`config.mk`:
```
export PLATFORM = sky130hd
export DESIGN_NAME = csr_sequencer
export DESIGN_NICKNAME = d
export VERILOG_FILES = /design/src/hdl/csr_pkg.sv /design/src/hdl/csr_sequencer.sv
export SDC_FILE = /design/constraint.sdc
export NUM_CORES = 1
export LEC_CHECK = 0
export BUFFER_PORTS_ARGS = -buffer_cell sky130_fd_sc_hd__buf_2
export CELL_PAD_IN_SITES_DETAIL_PLACEMENT = 2
export CELL_PAD_IN_SITES_GLOBAL_PLACEMENT = 2
export CORE_MARGIN = 10
export CORE_UTILIZATION = 30
export DETAILED_ROUTE_END_ITERATION = 8
export PLACE_DENSITY = 0.76
export RECOVER_POWER = 25
export SLEW_MARGIN = 0
export SYNTH_ARGS = -nofsm -noshare
export SYNTH_HDL_FRONTEND = slang
export SYNTH_SLANG_ARGS = --single-unit
export TNS_END_PERCENT = 30
```
`constraint.sdc`:
```
create_clock -name clock_i -period 6.5 [get_ports clock_i]
set_input_delay 0.325 -clock clock_i [delete_from_list [all_inputs] [get_ports clock_i]]
set_output_delay 0.325 -clock clock_i [all_outputs]
set_load 0.02 [all_outputs]
```
`src/hdl/csr_pkg.sv`:
```
// Package: constants, register map and carrier types of the secondary
// readout sequencer. Assumes a 50 MHz system clock.
package csr_pkg;

	// ***********************************************************
	// Timing
	// ***********************************************************
	localparam int CLK_MHZ = 50;
	localparam int SER_PER0_NS = 800;
	localparam int SER_PER1_NS = 400;
	localparam int SER_PER2_NS = 100;
	localparam int SER_PER3_NS = 50;
	localparam int SER_PER0_CYC = (SER_PER0_NS * CLK_MHZ + 999) / 1000;
	localparam int SER_PER1_CYC = (SER_PER1_NS * CLK_MHZ + 999) / 1000;
	localparam int SER_PER2_CYC = (SER_PER2_NS * CLK_MHZ + 999) / 1000;
	localparam int SER_PER3_CYC = (SER_PER3_NS * CLK_MHZ + 999) / 1000;
	localparam int SAMPLE_UNIT_NS = 100;
	localparam int SAMPLE_UNIT_CYC = (SAMPLE_UNIT_NS * CLK_MHZ + 999) / 1000;
	localparam int ERASE_STEP_MS = 10;
	localparam int ERASE_STEP_CYC = ERASE_STEP_MS * CLK_MHZ * 1000;
	localparam logic [7:0] AUTO_CAP_SAMPLE_MAX = 8'h27;
	localparam logic [15:0] IDLE_ENDLESS = 16'hFFFF;

	// ***********************************************************
	// Register byte offsets
	// ***********************************************************
	localparam logic [7:0] OFS_MPP = 8'h00;
	localparam logic [7:0] OFS_OV_ROWS_LO = 8'h01;
	localparam logic [7:0] OFS_OV_ROWS_HI = 8'h02;
	localparam logic [7:0] OFS_OV_COLS_LO = 8'h03;
	localparam logic [7:0] OFS_OV_COLS_HI = 8'h04;
	localparam logic [7:0] OFS_ERASE_LO = 8'h05;
	localparam logic [7:0] OFS_ERASE_HI = 8'h06;
	localparam logic [7:0] OFS_IDLE_LO = 8'h07;
	localparam logic [7:0] OFS_IDLE_HI = 8'h08;
	localparam logic [7:0] OFS_SER_CODE = 8'h10;
	localparam logic [7:0] OFS_PRE1_LO = 8'h11;
	localparam logic [7:0] OFS_PRE1_HI = 8'h12;
	localparam logic [7:0] OFS_PRE2_LO = 8'h13;
	localparam logic [7:0] OFS_PRE2_HI = 8'h14;
	localparam logic [7:0] OFS_SKIP_FLAG = 8'h18;
	localparam logic [7:0] OFS_SKIP_BIN = 8'h19;
	localparam logic [7:0] OFS_SKIP_SAMPLE = 8'h1A;
	localparam logic [7:0] OFS_FLUSH_FLAG = 8'h1B;
	localparam logic [7:0] OFS_FLUSH_BIN = 8'h1C;
	localparam logic [7:0] OFS_FLUSH_SAMPLE = 8'h1D;
	localparam logic [7:0] OFS_SAMPLE_CAP = 8'h1E;
	localparam logic [7:0] OFS_SER_CAP = 8'h1F;
	localparam logic [7:0] OFS_STATUS = 8'h20;

	// ***********************************************************
	// Reset values
	// ***********************************************************
	localparam logic [15:0] RST_PRE1 = 16'h0004;
	localparam logic [15:0] RST_PRE2 = 16'h0004;
	localparam logic [1:0] RST_SER_CODE = 2'h0;
	localparam logic [7:0] RST_BYTE = 8'h00;
	localparam logic [15:0] RST_WORD = 16'h0000;

	// ***********************************************************
	// Types
	// ***********************************************************
	typedef enum logic [3:0] {
		ST_IDLE, ST_ERASE, ST_EXPOSE, ST_FROW, ST_FSER, ST_ROWS_INIT,
		ST_ROWSTART, ST_SKIP1, ST_PRE1, ST_PIX, ST_SKIP2, ST_PRE2,
		ST_OVCOL, ST_ROW_END
	} csr_phase_t;

	typedef enum logic [1:0] {
		FK_PSKIP1, FK_PSKIP2, FK_IDLE
	} csr_fkind_t;

	// Geometry and primary settings supplied by the window block
	typedef struct packed {
		logic [15:0] win_rows;
		logic [15:0] win_cols;
		logic [15:0] col_skip;
		logic [15:0] row_len;
		logic [15:0] par_skip1;
		logic [15:0] par_skip2;
		logic [7:0] bin_exp;
		logic [7:0] sample;
	} csr_window_t;

	// Drive towards the clock and analog stages
	typedef struct packed {
		logic clamp_levels;
		logic special_state;
		logic clocks_frozen;
		logic par_tick;
		logic ser_tick;
		logic pix_valid;
		logic [7:0] bin_exp;
		logic [7:0] sample;
		logic sample_cap_large;
		logic ser_cap_on;
		logic busy;
	} csr_drive_t;

	typedef struct packed {
		logic mpp;
		logic [15:0] ov_rows;
		logic [15:0] ov_cols;
		logic [15:0] erase_time;
		logic [15:0] idle_rows;
		logic [1:0] ser_code;
		logic [15:0] pre1;
		logic [15:0] pre2;
		logic [7:0] skip_flag;
		logic [7:0] skip_bin;
		logic [7:0] skip_sample;
		logic [7:0] flush_flag;
		logic [7:0] flush_bin;
		logic [7:0] flush_sample;
		logic [7:0] sample_cap;
		logic [7:0] ser_cap;
	} csr_params_t;

endpackage

```
`src/hdl/csr_sequencer.sv`:
```
// Secondary readout sequencer: parameter registers and readout walk.
// Assumes the window block and the command decoder share clock_i.
`timescale 1ns/10ps
`default_nettype none

module csr_sequencer #(
	parameter int ERASE_STEP_CYC = csr_pkg::ERASE_STEP_CYC
) (
	input wire logic clock_i,
	input wire logic rst_b_i,
	input wire logic [7:0] addr_i,
	input wire logic [7:0] wdata_i,
	input wire logic wr_i,
	input wire logic rd_i,
	output logic [7:0] rdata_o,
	input wire csr_pkg::csr_window_t window_i,
	input wire logic expose_start_i,
	input wire logic readout_start_i,
	output csr_pkg::csr_drive_t drive_o
);

	// ***********************************************************
	// State
	// ***********************************************************
	typedef struct packed {
		csr_pkg::csr_params_t prm;
		logic [7:0] lo_stage;
		logic [7:0] rdata;
		csr_pkg::csr_phase_t phase;
		csr_pkg::csr_fkind_t fkind;
		logic row_ov;
		logic [15:0] rows;
		logic [15:0] pix;
		logic [15:0] tcnt;
		logic [31:0] ecnt;
		csr_pkg::csr_drive_t drv;
	} csr_state_t;

	csr_state_t s_r;
	csr_state_t s_nxt;

	// ***********************************************************
	// Helpers
	// ***********************************************************
	function automatic logic [15:0] ser_cycles(input logic [1:0] code);
		logic [15:0] c;
		c = 16'(csr_pkg::SER_PER0_CYC);
		case (code)
			2'h1: c = 16'(csr_pkg::SER_PER1_CYC);
			2'h2: c = 16'(csr_pkg::SER_PER2_CYC);
			2'h3: c = 16'(csr_pkg::SER_PER3_CYC);
			default: c = 16'(csr_pkg::SER_PER0_CYC);
		endcase
		return c;
	endfunction

	// Pixels per transfer; huge exponents saturate
	function automatic logic [15:0] bin_step(input logic [7:0] e);
		logic [15:0] st;
		st = (e >= 8'h10) ? 16'hFFFF : (16'h0001 << e[3:0]);
		return st;
	endfunction

	// ***********************************************************
	// Next state
	// ***********************************************************
	logic serial;
	logic skip_ph;
	logic flush_ph;
	logic px_count;
	logic done;
	logic leave_idle;
	logic [7:0] bin_cur;
	logic [7:0] smp_cur;
	logic [15:0] step;
	logic [15:0] period;
	logic [31:0] pre1_avail;
	logic [15:0] pre1_eff;
	logic [31:0] rem;
	logic [31:0] pre2_px;

	always_comb begin
		s_nxt = s_r;
		serial = 1'b0;
		done = 1'b0;
		s_nxt.drv.par_tick = 1'b0;
		s_nxt.drv.ser_tick = 1'b0;
		s_nxt.drv.pix_valid = 1'b0;

		// Register writes; a 16-bit count commits on its high byte
		if (wr_i) begin
			if (addr_i == csr_pkg::OFS_MPP) begin
				s_nxt.prm.mpp = (wdata_i != 8'h00);
			end else if (addr_i == csr_pkg::OFS_OV_ROWS_HI) begin
				s_nxt.prm.ov_rows = {wdata_i, s_r.lo_stage};
			end else if (addr_i == csr_pkg::OFS_OV_COLS_HI) begin
				s_nxt.prm.ov_cols = {wdata_i, s_r.lo_stage};
			end else if (addr_i == csr_pkg::OFS_ERASE_HI) begin
				s_nxt.prm.erase_time = {wdata_i, s_r.lo_stage};
			end else if (addr_i == csr_pkg::OFS_IDLE_HI) begin
				s_nxt.prm.idle_rows = {wdata_i, s_r.lo_stage};
			end else if (addr_i == csr_pkg::OFS_SER_CODE) begin
				s_nxt.prm.ser_code = wdata_i[1:0];
			end else if (addr_i == csr_pkg::OFS_PRE1_HI) begin
				s_nxt.prm.pre1 = {wdata_i, s_r.lo_stage};
			end else if (addr_i == csr_pkg::OFS_PRE2_HI) begin
				s_nxt.prm.pre2 = {wdata_i, s_r.lo_stage};
			end else if (addr_i == csr_pkg::OFS_SKIP_FLAG) begin
				s_nxt.prm.skip_flag = wdata_i;
			end else if (addr_i == csr_pkg::OFS_SKIP_BIN) begin
				s_nxt.prm.skip_bin = wdata_i;
			end else if (addr_i == csr_pkg::OFS_SKIP_SAMPLE) begin
				s_nxt.prm.skip_sample = wdata_i;
			end else if (addr_i == csr_pkg::OFS_FLUSH_FLAG) begin
				s_nxt.prm.flush_flag = wdata_i;
			end else if (addr_i == csr_pkg::OFS_FLUSH_BIN) begin
				s_nxt.prm.flush_bin = wdata_i;
			end else if (addr_i == csr_pkg::OFS_FLUSH_SAMPLE) begin
				s_nxt.prm.flush_sample = wdata_i;
			end else if (addr_i == csr_pkg::OFS_SAMPLE_CAP) begin
				s_nxt.prm.sample_cap = wdata_i;
			end else if (addr_i == csr_pkg::OFS_SER_CAP) begin
				s_nxt.prm.ser_cap = wdata_i;
			end else if (addr_i == csr_pkg::OFS_OV_ROWS_LO ||
				addr_i == csr_pkg::OFS_OV_COLS_LO ||
				addr_i == csr_pkg::OFS_ERASE_LO ||
				addr_i == csr_pkg::OFS_IDLE_LO ||
				addr_i == csr_pkg::OFS_PRE1_LO ||
				addr_i == csr_pkg::OFS_PRE2_LO) begin
				s_nxt.lo_stage = wdata_i;
			end
		end

		// Readback of held values, one cycle later
		if (rd_i) begin
			if (addr_i == csr_pkg::OFS_MPP) begin
				s_nxt.rdata = {7'h00, s_r.prm.mpp};
			end else if (addr_i == csr_pkg::OFS_OV_ROWS_LO) begin
				s_nxt.rdata = s_r.prm.ov_rows[7:0];
			end else if (addr_i == csr_pkg::OFS_OV_ROWS_HI) begin
				s_nxt.rdata = s_r.prm.ov_rows[15:8];
			end else if (addr_i == csr_pkg::OFS_OV_COLS_LO) begin
				s_nxt.rdata = s_r.prm.ov_cols[7:0];
			end else if (addr_i == csr_pkg::OFS_OV_COLS_HI) begin
				s_nxt.rdata = s_r.prm.ov_cols[15:8];
			end else if (addr_i == csr_pkg::OFS_ERASE_LO) begin
				s_nxt.rdata = s_r.prm.erase_time[7:0];
			end else if (addr_i == csr_pkg::OFS_ERASE_HI) begin
				s_nxt.rdata = s_r.prm.erase_time[15:8];
			end else if (addr_i == csr_pkg::OFS_IDLE_LO) begin
				s_nxt.rdata = s_r.prm.idle_rows[7:0];
			end else if (addr_i == csr_pkg::OFS_IDLE_HI) begin
				s_nxt.rdata = s_r.prm.idle_rows[15:8];
			end else if (addr_i == csr_pkg::OFS_SER_CODE) begin
				s_nxt.rdata = {6'h00, s_r.prm.ser_code};
			end else if (addr_i == csr_pkg::OFS_PRE1_LO) begin
				s_nxt.rdata = s_r.prm.pre1[7:0];
			end else if (addr_i == csr_pkg::OFS_PRE1_HI) begin
				s_nxt.rdata = s_r.prm.pre1[15:8];
			end else if (addr_i == csr_pkg::OFS_PRE2_LO) begin
				s_nxt.rdata = s_r.prm.pre2[7:0];
			end else if (addr_i == csr_pkg::OFS_PRE2_HI) begin
				s_nxt.rdata = s_r.prm.pre2[15:8];
			end else if (addr_i == csr_pkg::OFS_SKIP_FLAG) begin
				s_nxt.rdata = s_r.prm.skip_flag;
			end else if (addr_i == csr_pkg::OFS_SKIP_BIN) begin
				s_nxt.rdata = s_r.prm.skip_bin;
			end else if (addr_i == csr_pkg::OFS_SKIP_SAMPLE) begin
				s_nxt.rdata = s_r.prm.skip_sample;
			end else if (addr_i == csr_pkg::OFS_FLUSH_FLAG) begin
				s_nxt.rdata = s_r.prm.flush_flag;
			end else if (addr_i == csr_pkg::OFS_FLUSH_BIN) begin
				s_nxt.rdata = s_r.prm.flush_bin;
			end else if (addr_i == csr_pkg::OFS_FLUSH_SAMPLE) begin
				s_nxt.rdata = s_r.prm.flush_sample;
			end else if (addr_i == csr_pkg::OFS_SAMPLE_CAP) begin
				s_nxt.rdata = s_r.prm.sample_cap;
			end else if (addr_i == csr_pkg::OFS_SER_CAP) begin
				s_nxt.rdata = s_r.prm.ser_cap;
			end else if (addr_i == csr_pkg::OFS_STATUS) begin
				s_nxt.rdata = {s_r.drv.busy, s_r.row_ov, 2'h0,
					4'(s_r.phase)};
			end else begin
				s_nxt.rdata = 8'h00;
			end
		end

		// Clock modifiers for the current phase
		skip_ph = (s_r.phase == csr_pkg::ST_SKIP1) ||
			(s_r.phase == csr_pkg::ST_SKIP2);
		flush_ph = (s_r.phase == csr_pkg::ST_FSER) &&
			(s_r.fkind != csr_pkg::FK_IDLE);
		bin_cur = window_i.bin_exp;
		smp_cur = window_i.sample;
		if (skip_ph && s_r.prm.skip_flag == 8'h01) begin
			bin_cur = s_r.prm.skip_bin;
			smp_cur = s_r.prm.skip_sample;
		end else if (flush_ph && s_r.prm.flush_flag == 8'h01) begin
			bin_cur = s_r.prm.flush_bin;
			smp_cur = s_r.prm.flush_sample;
		end
		step = bin_step(bin_cur);
		// Waveform step plus the sampling window
		period = ser_cycles(s_r.prm.ser_code) +
			16'(32'(smp_cur) * csr_pkg::SAMPLE_UNIT_CYC);
		px_count = skip_ph || (s_r.phase == csr_pkg::ST_FSER);

		// Derived row geometry
		pre1_avail = (window_i.bin_exp >= 8'h10) ? 32'h0 :
			32'(window_i.col_skip >> window_i.bin_exp[3:0]);
		pre1_eff = (32'(s_r.prm.pre1) > pre1_avail) ?
			pre1_avail[15:0] : s_r.prm.pre1;
		rem = 32'(window_i.row_len) - 32'(window_i.col_skip) -
			(32'(window_i.win_cols) << window_i.bin_exp[4:0]);
		if (rem[31]) begin
			rem = 32'h0;
		end
		pre2_px = 32'(s_r.prm.pre2) << window_i.bin_exp[4:0];

		// Common serial transfer engine
		case (s_r.phase)
			csr_pkg::ST_SKIP1, csr_pkg::ST_PRE1, csr_pkg::ST_PIX,
			csr_pkg::ST_SKIP2, csr_pkg::ST_PRE2, csr_pkg::ST_OVCOL,
			csr_pkg::ST_FSER: begin
				serial = 1'b1;
			end
			default: begin
				serial = 1'b0;
			end
		endcase
		if (serial) begin
			if (s_r.pix == 16'h0000) begin
				done = 1'b1;
			end else if (s_r.tcnt != 16'h0000) begin
				s_nxt.tcnt = s_r.tcnt - 16'h0001;
			end else begin
				s_nxt.drv.ser_tick = 1'b1;
				s_nxt.drv.pix_valid = (s_r.phase == csr_pkg::ST_PIX) ||
					(s_r.phase == csr_pkg::ST_OVCOL);
				s_nxt.tcnt = period - 16'h0001;
				if (px_count) begin
					s_nxt.pix = (s_r.pix > step) ? s_r.pix - step : 16'h0000;
				end else begin
					s_nxt.pix = s_r.pix - 16'h0001;
				end
			end
		end

		leave_idle = 1'b0;
		case (s_r.phase)
			csr_pkg::ST_IDLE: begin
				leave_idle = expose_start_i;
			end
			csr_pkg::ST_FROW, csr_pkg::ST_FSER: begin
				leave_idle = expose_start_i &&
					(s_r.fkind == csr_pkg::FK_IDLE);
			end
			default: begin
				leave_idle = 1'b0;
			end
		endcase

		// Sequence walk
		if (leave_idle) begin
			// No flush transfer may leak into the frozen phases
			s_nxt.drv.ser_tick = 1'b0;
			s_nxt.drv.pix_valid = 1'b0;
			s_nxt.ecnt = 32'h0;
			s_nxt.rows = s_r.prm.erase_time;
			s_nxt.phase = (s_r.prm.erase_time != 16'h0000) ?
				csr_pkg::ST_ERASE : csr_pkg::ST_EXPOSE;
		end else begin
			case (s_r.phase)
				csr_pkg::ST_ERASE: begin
					if (s_r.ecnt == 32'(ERASE_STEP_CYC - 1)) begin
						s_nxt.ecnt = 32'h0;
						s_nxt.rows = s_r.rows - 16'h0001;
						if (s_r.rows == 16'h0001) begin
							s_nxt.phase = csr_pkg::ST_EXPOSE;
						end
					end else begin
						s_nxt.ecnt = s_r.ecnt + 32'h1;
					end
				end
				csr_pkg::ST_EXPOSE: begin
					if (readout_start_i) begin
						s_nxt.fkind = csr_pkg::FK_PSKIP1;
						s_nxt.rows = window_i.par_skip1;
						s_nxt.phase = csr_pkg::ST_FROW;
					end
				end
				csr_pkg::ST_FROW: begin
					if (s_r.rows == 16'h0000) begin
						if (s_r.fkind == csr_pkg::FK_PSKIP1) begin
							s_nxt.phase = csr_pkg::ST_ROWS_INIT;
						end else if (s_r.fkind == csr_pkg::FK_PSKIP2 &&
							s_r.prm.idle_rows != 16'h0000) begin
							s_nxt.fkind = csr_pkg::FK_IDLE;
							s_nxt.rows = s_r.prm.idle_rows;
						end else begin
							s_nxt.phase = csr_pkg::ST_IDLE;
						end
					end else begin
						s_nxt.drv.par_tick = 1'b1;
						s_nxt.pix = window_i.row_len;
						s_nxt.tcnt = 16'h0000;
						s_nxt.phase = csr_pkg::ST_FSER;
					end
				end
				csr_pkg::ST_FSER: begin
					if (done) begin
						// Endless idle never counts down
						if (!(s_r.fkind == csr_pkg::FK_IDLE &&
							s_r.prm.idle_rows == csr_pkg::IDLE_ENDLESS)) begin
							s_nxt.rows = s_r.rows - 16'h0001;
						end
						s_nxt.phase = csr_pkg::ST_FROW;
					end
				end
				csr_pkg::ST_ROWS_INIT: begin
					if (window_i.win_rows != 16'h0000) begin
						s_nxt.row_ov = 1'b0;
						s_nxt.rows = window_i.win_rows;
						s_nxt.phase = csr_pkg::ST_ROWSTART;
					end else if (s_r.prm.ov_rows != 16'h0000) begin
						s_nxt.row_ov = 1'b1;
						s_nxt.rows = s_r.prm.ov_rows;
						s_nxt.phase = csr_pkg::ST_ROWSTART;
					end else begin
						s_nxt.fkind = csr_pkg::FK_PSKIP2;
						s_nxt.rows = window_i.par_skip2;
						s_nxt.phase = csr_pkg::ST_FROW;
					end
				end
				csr_pkg::ST_ROWSTART: begin
					s_nxt.drv.par_tick = !s_r.row_ov;
					s_nxt.pix = window_i.col_skip -
						16'(32'(pre1_eff) << window_i.bin_exp[4:0]);
					s_nxt.tcnt = 16'h0000;
					s_nxt.phase = csr_pkg::ST_SKIP1;
				end
				csr_pkg::ST_SKIP1: begin
					if (done) begin
						s_nxt.pix = pre1_eff;
						s_nxt.phase = csr_pkg::ST_PRE1;
					end
				end
				csr_pkg::ST_PRE1: begin
					if (done) begin
						s_nxt.pix = window_i.win_cols;
						s_nxt.phase = csr_pkg::ST_PIX;
					end
				end
				csr_pkg::ST_PIX: begin
					if (done && s_r.prm.ov_cols != 16'h0000) begin
						s_nxt.pix = (rem > pre2_px) ?
							16'(rem - pre2_px) : 16'h0000;
						s_nxt.phase = csr_pkg::ST_SKIP2;
					end else if (done) begin
						s_nxt.phase = csr_pkg::ST_ROW_END;
					end
				end
				csr_pkg::ST_SKIP2: begin
					if (done) begin
						s_nxt.pix = s_r.prm.pre2;
						s_nxt.phase = csr_pkg::ST_PRE2;
					end
				end
				csr_pkg::ST_PRE2: begin
					if (done) begin
						s_nxt.pix = s_r.prm.ov_cols;
						s_nxt.phase = csr_pkg::ST_OVCOL;
					end
				end
				csr_pkg::ST_OVCOL: begin
					if (done) begin
						s_nxt.phase = csr_pkg::ST_ROW_END;
					end
				end
				csr_pkg::ST_ROW_END: begin
					if (s_r.rows > 16'h0001) begin
						s_nxt.rows = s_r.rows - 16'h0001;
						s_nxt.phase = csr_pkg::ST_ROWSTART;
					end else if (!s_r.row_ov &&
						s_r.prm.ov_rows != 16'h0000) begin
						s_nxt.row_ov = 1'b1;
						s_nxt.rows = s_r.prm.ov_rows;
						s_nxt.phase = csr_pkg::ST_ROWSTART;
					end else begin
						s_nxt.fkind = csr_pkg::FK_PSKIP2;
						s_nxt.rows = window_i.par_skip2;
						s_nxt.phase = csr_pkg::ST_FROW;
					end
				end
				default: begin
					s_nxt.phase = csr_pkg::ST_IDLE;
				end
			endcase
		end

		// Registered drive; the clamp uses the freshly written mpp, the capacitor selectors the already held settings
		s_nxt.drv.special_state = (s_nxt.phase == csr_pkg::ST_ERASE);
		s_nxt.drv.clocks_frozen = (s_nxt.phase == csr_pkg::ST_EXPOSE) ||
			(s_nxt.phase == csr_pkg::ST_IDLE);
		s_nxt.drv.clamp_levels = s_nxt.drv.clocks_frozen &&
			s_nxt.prm.mpp;
		s_nxt.drv.busy = (s_nxt.phase != csr_pkg::ST_IDLE);
		s_nxt.drv.bin_exp = bin_cur;
		s_nxt.drv.sample = smp_cur;
		case (s_r.prm.sample_cap)
			8'h01: s_nxt.drv.sample_cap_large = 1'b1;
			8'h02: s_nxt.drv.sample_cap_large = (bin_cur != 8'h00) ||
				(window_i.sample > csr_pkg::AUTO_CAP_SAMPLE_MAX);
			default: s_nxt.drv.sample_cap_large = 1'b0;
		endcase
		case (s_r.prm.ser_cap)
			8'h01: s_nxt.drv.ser_cap_on = 1'b1;
			8'h02: s_nxt.drv.ser_cap_on = (s_r.prm.ser_code == 2'h0);
			default: s_nxt.drv.ser_cap_on = 1'b0;
		endcase
	end

	// ***********************************************************
	// Registers
	// ***********************************************************
	always_ff @(posedge clock_i or negedge rst_b_i) begin
		if (!rst_b_i) begin
			s_r <= '0;
			s_r.prm.pre1 <= csr_pkg::RST_PRE1;
			s_r.prm.pre2 <= csr_pkg::RST_PRE2;
			s_r.prm.ser_code <= csr_pkg::RST_SER_CODE;
			s_r.phase <= csr_pkg::ST_IDLE;
			s_r.fkind <= csr_pkg::FK_PSKIP1;
			s_r.drv.clocks_frozen <= 1'b1;
		end else begin
			s_r <= s_nxt;
		end
	end

	assign rdata_o = s_r.rdata;
	assign drive_o = s_r.drv;

endmodule

`default_nettype wire

```
* Yosys cells after proc, flatten, opt, wreduce, memory -nomap -nowiden
Cells that the tools add are included.
** Storage, ports and cells
- Bits in registers :: 291
- Bits of input ports :: 134
- Output and inout bits :: 33
- Logic and storage cells :: 349
** Cells by class
- Add/subtract/negate cells :: 11
- Multiply operators :: 1
- Magnitude comparators :: 7
- Equal/unequal tests :: 69
- Shift operators :: 5
- Muxes and demuxes :: 142
- Bitwise logic cells :: 17
- Reductions and logical operators :: 61
** Operators by type and width (count)
- two-way mux 16 bit :: 30
- two-way mux 8 bit :: 37
- two-way mux 32 bit :: 9
- two-way mux 171 bit :: 1
- two-way mux 170 bit :: 1
- two-way mux 154 bit :: 1
- two-way mux 138 bit :: 1
- two-way mux 122 bit :: 1
- case mux 16 bit (7 select lines) :: 1
- two-way mux 106 bit :: 1
- equality test 8 x 5 -> 1 bit (second input constant) :: 13
- two-way mux 104 bit :: 1
- case mux 16 bit (6 select lines) :: 1
- nonzero test 16 bit :: 6
- two-way mux 88 bit :: 1
- two-way mux 72 bit :: 1
- two-way mux 64 bit :: 1
- << shifter 16 x 5 -> 32 bit :: 2
- subtractor 16 x 1 -> 16 bit (second input constant) :: 4
- two-way mux 56 bit :: 1
- two-way mux 4 bit :: 13
- case mux 4 bit (13 select lines) :: 1
- two-way mux 48 bit :: 1
- subtractor 16 bit :: 3
- other kinds (72) :: 181

* Logic depth before layout (Yosys ltp)
Gate-level depths: netlist (run 1).
- Depth in word-level cells :: 25
- Gate-level depth with buffers :: 39
- Gate-level depth less buffers :: 37

* Worst setup path before layout (run 1)
Ideal clock, no wire load.
- Path type :: input-to-reg
- Start point :: input window_i[8] in the netlist's numbering
- End point :: register s_r[87] in the netlist's numbering
- Setup time :: 0.065 ns
- Arrival :: 7.694 ns
- Data required time :: 6.435 ns
- Slack :: -1.259 ns
- Stages on the path :: 38
- Path buffers :: 9
- Cells stage by stage :: buf_6 -> buf_6 -> buf_6 -> buf_4 -> buf_4 -> buf_1 -> clkbuf_1 -> mux2_2 -> o21ai_0 -> mux2i_1 -> nor2_1 -> a21oi_1 -> nand2_1 -> ha_1 -> a21o_1 -> a211oi_1 -> o21ai_0 -> a21o_1 -> [... 2 more ...] -> o21ai_1 -> a21oi_1 -> nor3_2 -> buf_6 -> nor2_1 -> inv_1 -> fa_1 -> nor2b_1 -> o21ai_0 -> a21boi_0 -> o21ai_0 -> a21boi_0 -> o211ai_1 -> a211oi_1 -> clkbuf_1 -> nand3b_1 -> a311oi_1 -> a211o_1
** RTL lines
- from (decl) :: RTL line csr_sequencer.sv:16 : input wire csr_pkg::csr_window_t window_i,
- to (signal assigned) :: RTL line csr_sequencer.sv:436 : s_r <= s_nxt;
- to (decl) :: RTL line csr_sequencer.sv:39 : csr_state_t s_r;

==> impl_metrics.env, run 1 <==
export IMPL_fmax_mhz=138.6
export IMPL_cp_required_ps=6910
export IMPL_detail_route_antenna_nets=0
export IMPL_cp_startpoint="window_i[65]"
export IMPL_io_buffers=166
export IMPL_core_mm2=0.08878
export IMPL_yosysWarnings=0
export IMPL_placed_cell_area_mm2=0.03185
export IMPL_async_flop_share_pct=100.0
export IMPL_dr_pass1_iters=5
export IMPL_critPathMaxFanout=8
export IMPL_synth_most_common_cell="dfrtp_1"
export IMPL_fin_crit_ps=7215
export IMPL_ff2ff_setup_slack_ps=-240
export IMPL_final_core_util_pct=38.09
export IMPL_post_drt_via_cell_ratio=6.119
export IMPL_period_share_pct=111.0
export IMPL_synth_fp_nets=3480
export IMPL_clk_pin_slew_ps=60
export IMPL_relSlewSlack_pct=-261.5
export IMPL_violations="max-capacitance violations, max-slew violations, negative setup slack"
export IMPL_dieArea_mm2=0.1023
export IMPL_wl_um=143100
export IMPL_design_area_mm2=0.03382
export IMPL_rsz0062_at_grt="yes"
export IMPL_status="finished, violations left"
export IMPL_syn_avg_cell_area_um2=8.487
export IMPL_vias=29660
export IMPL_worstReg2RegEnd="s_r[86]"
export IMPL_power_uw=10760
export IMPL_die_y_um=319.9
export IMPL_end_kind="register"
export IMPL_grt_total_usage_pct=26.59
export IMPL_synth_largest_area_cell="dfrtp_1"
export IMPL_ys_top_cells_by_area="dfrtp_1, mux2_2, ha_1"
export IMPL_synth_seq_cells=291
export IMPL_tightest_slew_ps=5422
export IMPL_r2r_cells=24
export IMPL_gr_total_overflow=0
export IMPL_cts_buffers=37
export IMPL_rows=109
export IMPL_drive_gt1_share_pct=28.76
export IMPL_die_x_um=319.9
export IMPL_synthCells=3179
export IMPL_worst_path_max_delay_cell="ha_1"
export IMPL_worstSetupEndpoint="s_r[76]"
export IMPL_wl_per_cell_um=29.52
export IMPL_htree_levels=2
export IMPL_ys_flop_type="dfrtp_1"
export IMPL_p_per_area_mw_per_mm2=318.3
export IMPL_cts_root_buf="clkbuf_16"
export IMPL_synth_edf_count=0
export IMPL_grt_max_degree=109
export IMPL_hp_class="input pin to register"
export IMPL_yosysSeqAreaShare_pct=27.00
export IMPL_start_util_pct=30.39
export IMPL_boundaryPins=167
export IMPL_clock_sinks=291
export IMPL_skew_ps=53.61
export IMPL_cpPeakStageDelay_ps=420
export IMPL_path_class="input pin to register"
export IMPL_setup_tns_ps=-9117
export IMPL_crit_path_frequent_cell="a21o_1"
export IMPL_synth_commonest_cells="dfrtp_1, nor2_1, nand2_1, o21ai_0, mux2_2"
export IMPL_min_path_cells=5
export IMPL_critPathLaunchType="input pin"
export IMPL_drc=0
export IMPL_final_max_slew_viol_count=109
export IMPL_timing_hold_violations_final=0
export IMPL_r2r_start="s_r[111]"
export IMPL_critPathArrivalTime_ps=7620
export IMPL_clk_latency_ps=620
export IMPL_synth_area_mm2=0.02698
export IMPL_hpwl_um=107000
export IMPL_grt_pass1_wl_um=210900
export IMPL_yosysUniqueCellTypes=95
export IMPL_drv_cap=1
export IMPL_clockBufferDepth=3
export IMPL_areaGrowthSynthToFinish_pct=25.34
export IMPL_fin_nets=3952
export IMPL_antenna_found_initial=8
export IMPL_detail_route_iter0_violations=2671
export IMPL_ir_drop_v=0.0001947
export IMPL_cts_tree="done"
export IMPL_postLayoutSetupSlackWorst_ps=-714.9
export IMPL_p_leak_uw=0.01532
export IMPL_finalSetupViolCount=16
export IMPL_synth_top_cell_area_share_pct=26.71
export IMPL_gp_congestion=0.9638
export IMPL_dp_slack_ps=-1479
export IMPL_grt_pass1_vias=31840
[flip-flops by register name, summed over array words and instances, names as in the netlist]
signal,count
drive_o,25
s_r,258
rdata_o,8
[cell families after synthesis]
kind of cell	synth area share, %
mux	15.16
simple gates	18.90
xor+xnor	3.149
flops	27.00
fa+ha+maj	8.375
compound gates	22.13
buf+inv	5.282
[per-stage QoR]
stage / cells / hold slack (ps)
after CTS: 4832 / 116.7
after detailed placement: 4742 / 459.4
final: 4846 / 125.1
after floorplan: 3179 / 29.41
after global placement: 4742 / 454.6
after global routing: 4844 / 148.9
[placed cells by master (no fill, tap or decap), drive strengths merged, types with 12 or more instances in the layout]
master	count
a211o	14
a211oi	34
a21o	59
a21oi	202
a221oi	23
a222oi	18
a22oi	51
a31oi	29
and2	14
and3	33
buf	611
clkbuf	77
clkinv	12
dfrtp	288
fa	16
ha	151
inv	116
mux2	205
mux2i	99
mux4	35
nand2	269
nand2b	54
nand3	60
nand4	38
nor2	281
nor2b	38
nor3	91
nor4	48
o211ai	22
o21a	29
o21ai	259
o22ai	32
o31ai	28
or2	19
or3	33
or4	16
xnor2	64
xor2	33
[worst max-delay path: cells and delay by family]
| family | cells | cell delay [ps] |
|---|---|---|
| and+or+nand+nor | 7 | 1040 |
| AOI/OAI and AO/OA | 21 | 4080 |
| buffers and inverters | 8 | 1080 |
| xor gates and xnor gates | 1 | 160 |
| adders and majority gates | 3 | 910 |
[layer usage]
layer  part of all wire (%)  up-vias  wire length (um)  GRT usage, %
met5                  0.020        -                29             0
met4                    5.5        4              7845         12.56
met3                    7.2      393             10290         4.382
met2                     46     1284             66100         43.50
met1                     41    15230             58800         33.84
li1                       -    12750                 -             -
[area by class of cell]
type / count / area (um2)
flip-flops and latches: 291 / 7286
diodes: 2 / 5.005
inverters: 116 / 442.9
well taps: 1165 / 1458
clock buffers: 47 / 993.5
repair buffers: 643 / 4491
multi-input cells: 2562 / 18840
clock inverters: 20 / 296.5
fillers: 9788 / 54970
[report_power, final]
part / switching, uW / internal (uW)
sequential: 325 / 2030
combinational: 3760 / 2420
clock: 962 / 1270
total: 5050 / 5720
[worst min-delay path by stage]
stage | startpoint | endpoint | slack, ps
3_3_place_gp | s_r[130] | drive_o[1] | 450
4_1_cts | window_i[25] | s_r[98] | 120
6_report | window_i[25] | s_r[98] | 130
3_5_place_dp | s_r[135] | drive_o[1] | 460
5_1_grt | window_i[24] | s_r[97] | 150
2_1_floorplan | rst_b_i | drive_o[0] | 30
[repair_timing]
action	CTS	global route
hold endpoints to repair	103	0
hold buffers	1	0
resized for setup	61	43
pin swaps	54	36
setup buffers	23	12
setup endpoints to repair	16	18
Power figures use the tool's default switching activity.
==> run 2: changes to the inputs <==
Settings changed: CORE_MARGIN 10 to 4.
==> run 2 against run 1 <==
Net effect: the run still ends with max-capacitance violations, max-slew violations, negative setup slack left; via count grew 0.48%; combinational power is essentially flat; die area shrank 7.4%; sequential cell count is the same; count of clock-buffer cells in the layout is the same; core utilization shrank 0.17 points; wire length grew 0.10%; power grew 0.35%; largest cell class unchanged; setup slack gained 160 ps; largest power group unchanged.
==> impl_metrics.env, run 2 (same netlist as run 1, synthesis figures left out) <==
export IMPL_status="finished, violations left"
export IMPL_violations="max-capacitance violations, max-slew violations, negative setup slack"
export IMPL_grt_max_degree=136
export IMPL_cts_tree="done"
export IMPL_final_cell_mix="buf_4, dfrtp_1, nor2_1, nand2_1, o21ai_0"
export IMPL_finalNonFillerCells=4822
export IMPL_final_core_util_pct=37.92
export IMPL_grt_total_usage_pct=28.83
export IMPL_detail_route_antenna_nets=0
export IMPL_dr_pass1_iters=6
export IMPL_fmax_mhz=141.7
export IMPL_wl_um=143200
export IMPL_drv_cap=1
export IMPL_grt_pass1_vias=31800
export IMPL_fillers=9912
export IMPL_cp_required_ps=6960
export IMPL_p_leak_uw=0.01520
export IMPL_grt_pass1_wl_um=208200
export IMPL_fin_crit_ps=7057
export IMPL_max_flop_register="s_r"
export IMPL_relSlewSlack_pct=-238.4
export IMPL_finalSetupViolCount=16
export IMPL_end_kind="register"
export IMPL_critical_path_top_delay_family="compound AO/OA/AOI/OAI gates"
export IMPL_wl_per_cell_um=29.70
export IMPL_ir_drop_v=0.0002558
export IMPL_gp_congestion=0.9715
export IMPL_hpwl_um=105300
export IMPL_detail_route_iter0_violations=2854
export IMPL_skew_ps=32.97
export IMPL_dp_cells=4723
export IMPL_fin_nets=3928
export IMPL_hold_ws_ps=141.0
export IMPL_cts_root_buf="clkbuf_16"
export IMPL_hp_class="input pin to register"
export IMPL_worst_path_max_delay_cell="or4_1"
export IMPL_cts_buffers=37
export IMPL_final_common_cell="buf_4"
export IMPL_io_buffers=166
export IMPL_drc=0
export IMPL_timing_hold_violations_final=0
export IMPL_critPathArrivalTime_ps=7520
export IMPL_rsz0062_at_grt="yes"
export IMPL_start_util_pct=30.39
export IMPL_areaGrowthSynthToFinish_pct=24.78
export IMPL_clock_sinks=291
export IMPL_path_class="input pin to register"
export IMPL_critPathMaxFanout=12
export IMPL_die_x_um=307.9
export IMPL_core_mm2=0.08878
export IMPL_boundaryPins=167
export IMPL_critPathLaunchType="input pin"
export IMPL_vias=29800
export IMPL_die_y_um=307.9
export IMPL_cpPeakStageDelay_ps=470
export IMPL_drive_gt1_share_pct=28.26
export IMPL_antenna_found_initial=6
export IMPL_dp_slack_ps=-1364
export IMPL_clk_latency_ps=590
export IMPL_clk_pin_slew_ps=80
export IMPL_rows=109
export IMPL_tightest_slew_ps=5077
export IMPL_clockBufferDepth=3
export IMPL_period_share_pct=108.6
export IMPL_final_max_slew_viol_count=87
export IMPL_postLayoutSetupSlackWorst_ps=-557.3
export IMPL_p_per_area_mw_per_mm2=320.9
export IMPL_dieArea_mm2=0.09479
export IMPL_post_drt_via_cell_ratio=6.180
export IMPL_gr_total_overflow=0
export IMPL_crit_buf_inv=5
export IMPL_htree_levels=2
export IMPL_crit_path_frequent_cell="buf_4"
export IMPL_largest_register_ff_count=258
-- run 2: final timing paths --
kind	startpoint	to	slack [ps]	depth (start not counted)
worst max-delay path	window_i[8]	s_r[87]	-560	33
worst min-delay path	window_i[60]	s_r[85]	140	3
worst max register to register	s_r[110]	s_r[86]	100	24
worst min register to register	rdata_o[6]	rdata_o[6]	490	1
max in group asynchronous	rst_b_i	s_r[74]	1170	3
min in group asynchronous	rst_b_i	rdata_o[7]	2140	2
-- run 2: report_power, final --
group | total (uW) | switching (uW) | internal (uW)
sequential | 2350 | 323 | 2030
clock | 2260 | 972 | 1290
combinational | 6190 | 3770 | 2420
-- run 2: what timing repair did --
action / CTS / global route
buffers inserted: 16 / 11
gates resized for setup: 65 / 48
hold endpoints to repair: 84 / 0
pin swaps: 34 / 42
setup endpoints to repair: 16 / 19
hold buffers: 1 / 0
gates cloned: 2 / 0
-- run 2: area by class of cell --
cell class                 count  area, um2  share of cell area [%]
multi-input combinational   2562      18870                   56.05
sequential                   291       7286                   21.64
timing repair buffer         619       4323                   12.84
tap                         1165       1458                   4.330
clock buffer                  47       1023                   3.040
inverter                     116      442.9                   1.316
clock inverter                20      257.7                  0.7656
antenna                        2      5.005                 0.01487
-- run 2: worst register-to-register path, stage by stage (launching register included) --
cell and delay [ps]:
dfrtp_1 550, nand2b_1 260, nor2_1 420, nand4_1 160
buf_4 280, mux2i_1 220, nor2_1 60, a21oi_1 450
inv_1 190, nor2_1 300, nand2_1 260, nand2b_1 160
ha_1 210, fa_1 200, nor2b_1 60, o21ai_0 240
a21oi_1 150, o21ai_0 300, a21oi_1 140, a211oi_1 350
or3_1 370, buf_4 220, nor2_1 60, o31ai_1 430
o221ai_1 210
-- run 2: metal layers --
layer,wire length (um),vias up,global-route usage [%]
li1,-,12690,-
met1,57230,15240,35.84
met2,66540,1422,47.54
met3,10610,440,5.418
met4,8792,6,15.37
met5,46,-,0
-- run 2: stage by stage --
stage	TNS [ps]	power, uW	instance area, um2
finish	-6414	10800	33660
global route	-10900	11360	33660
CTS	-3483	10450	33370
detailed placement	-20070	7963	31680
global placement	-14550	7723	31680
floorplan	-858.0	5687	27170
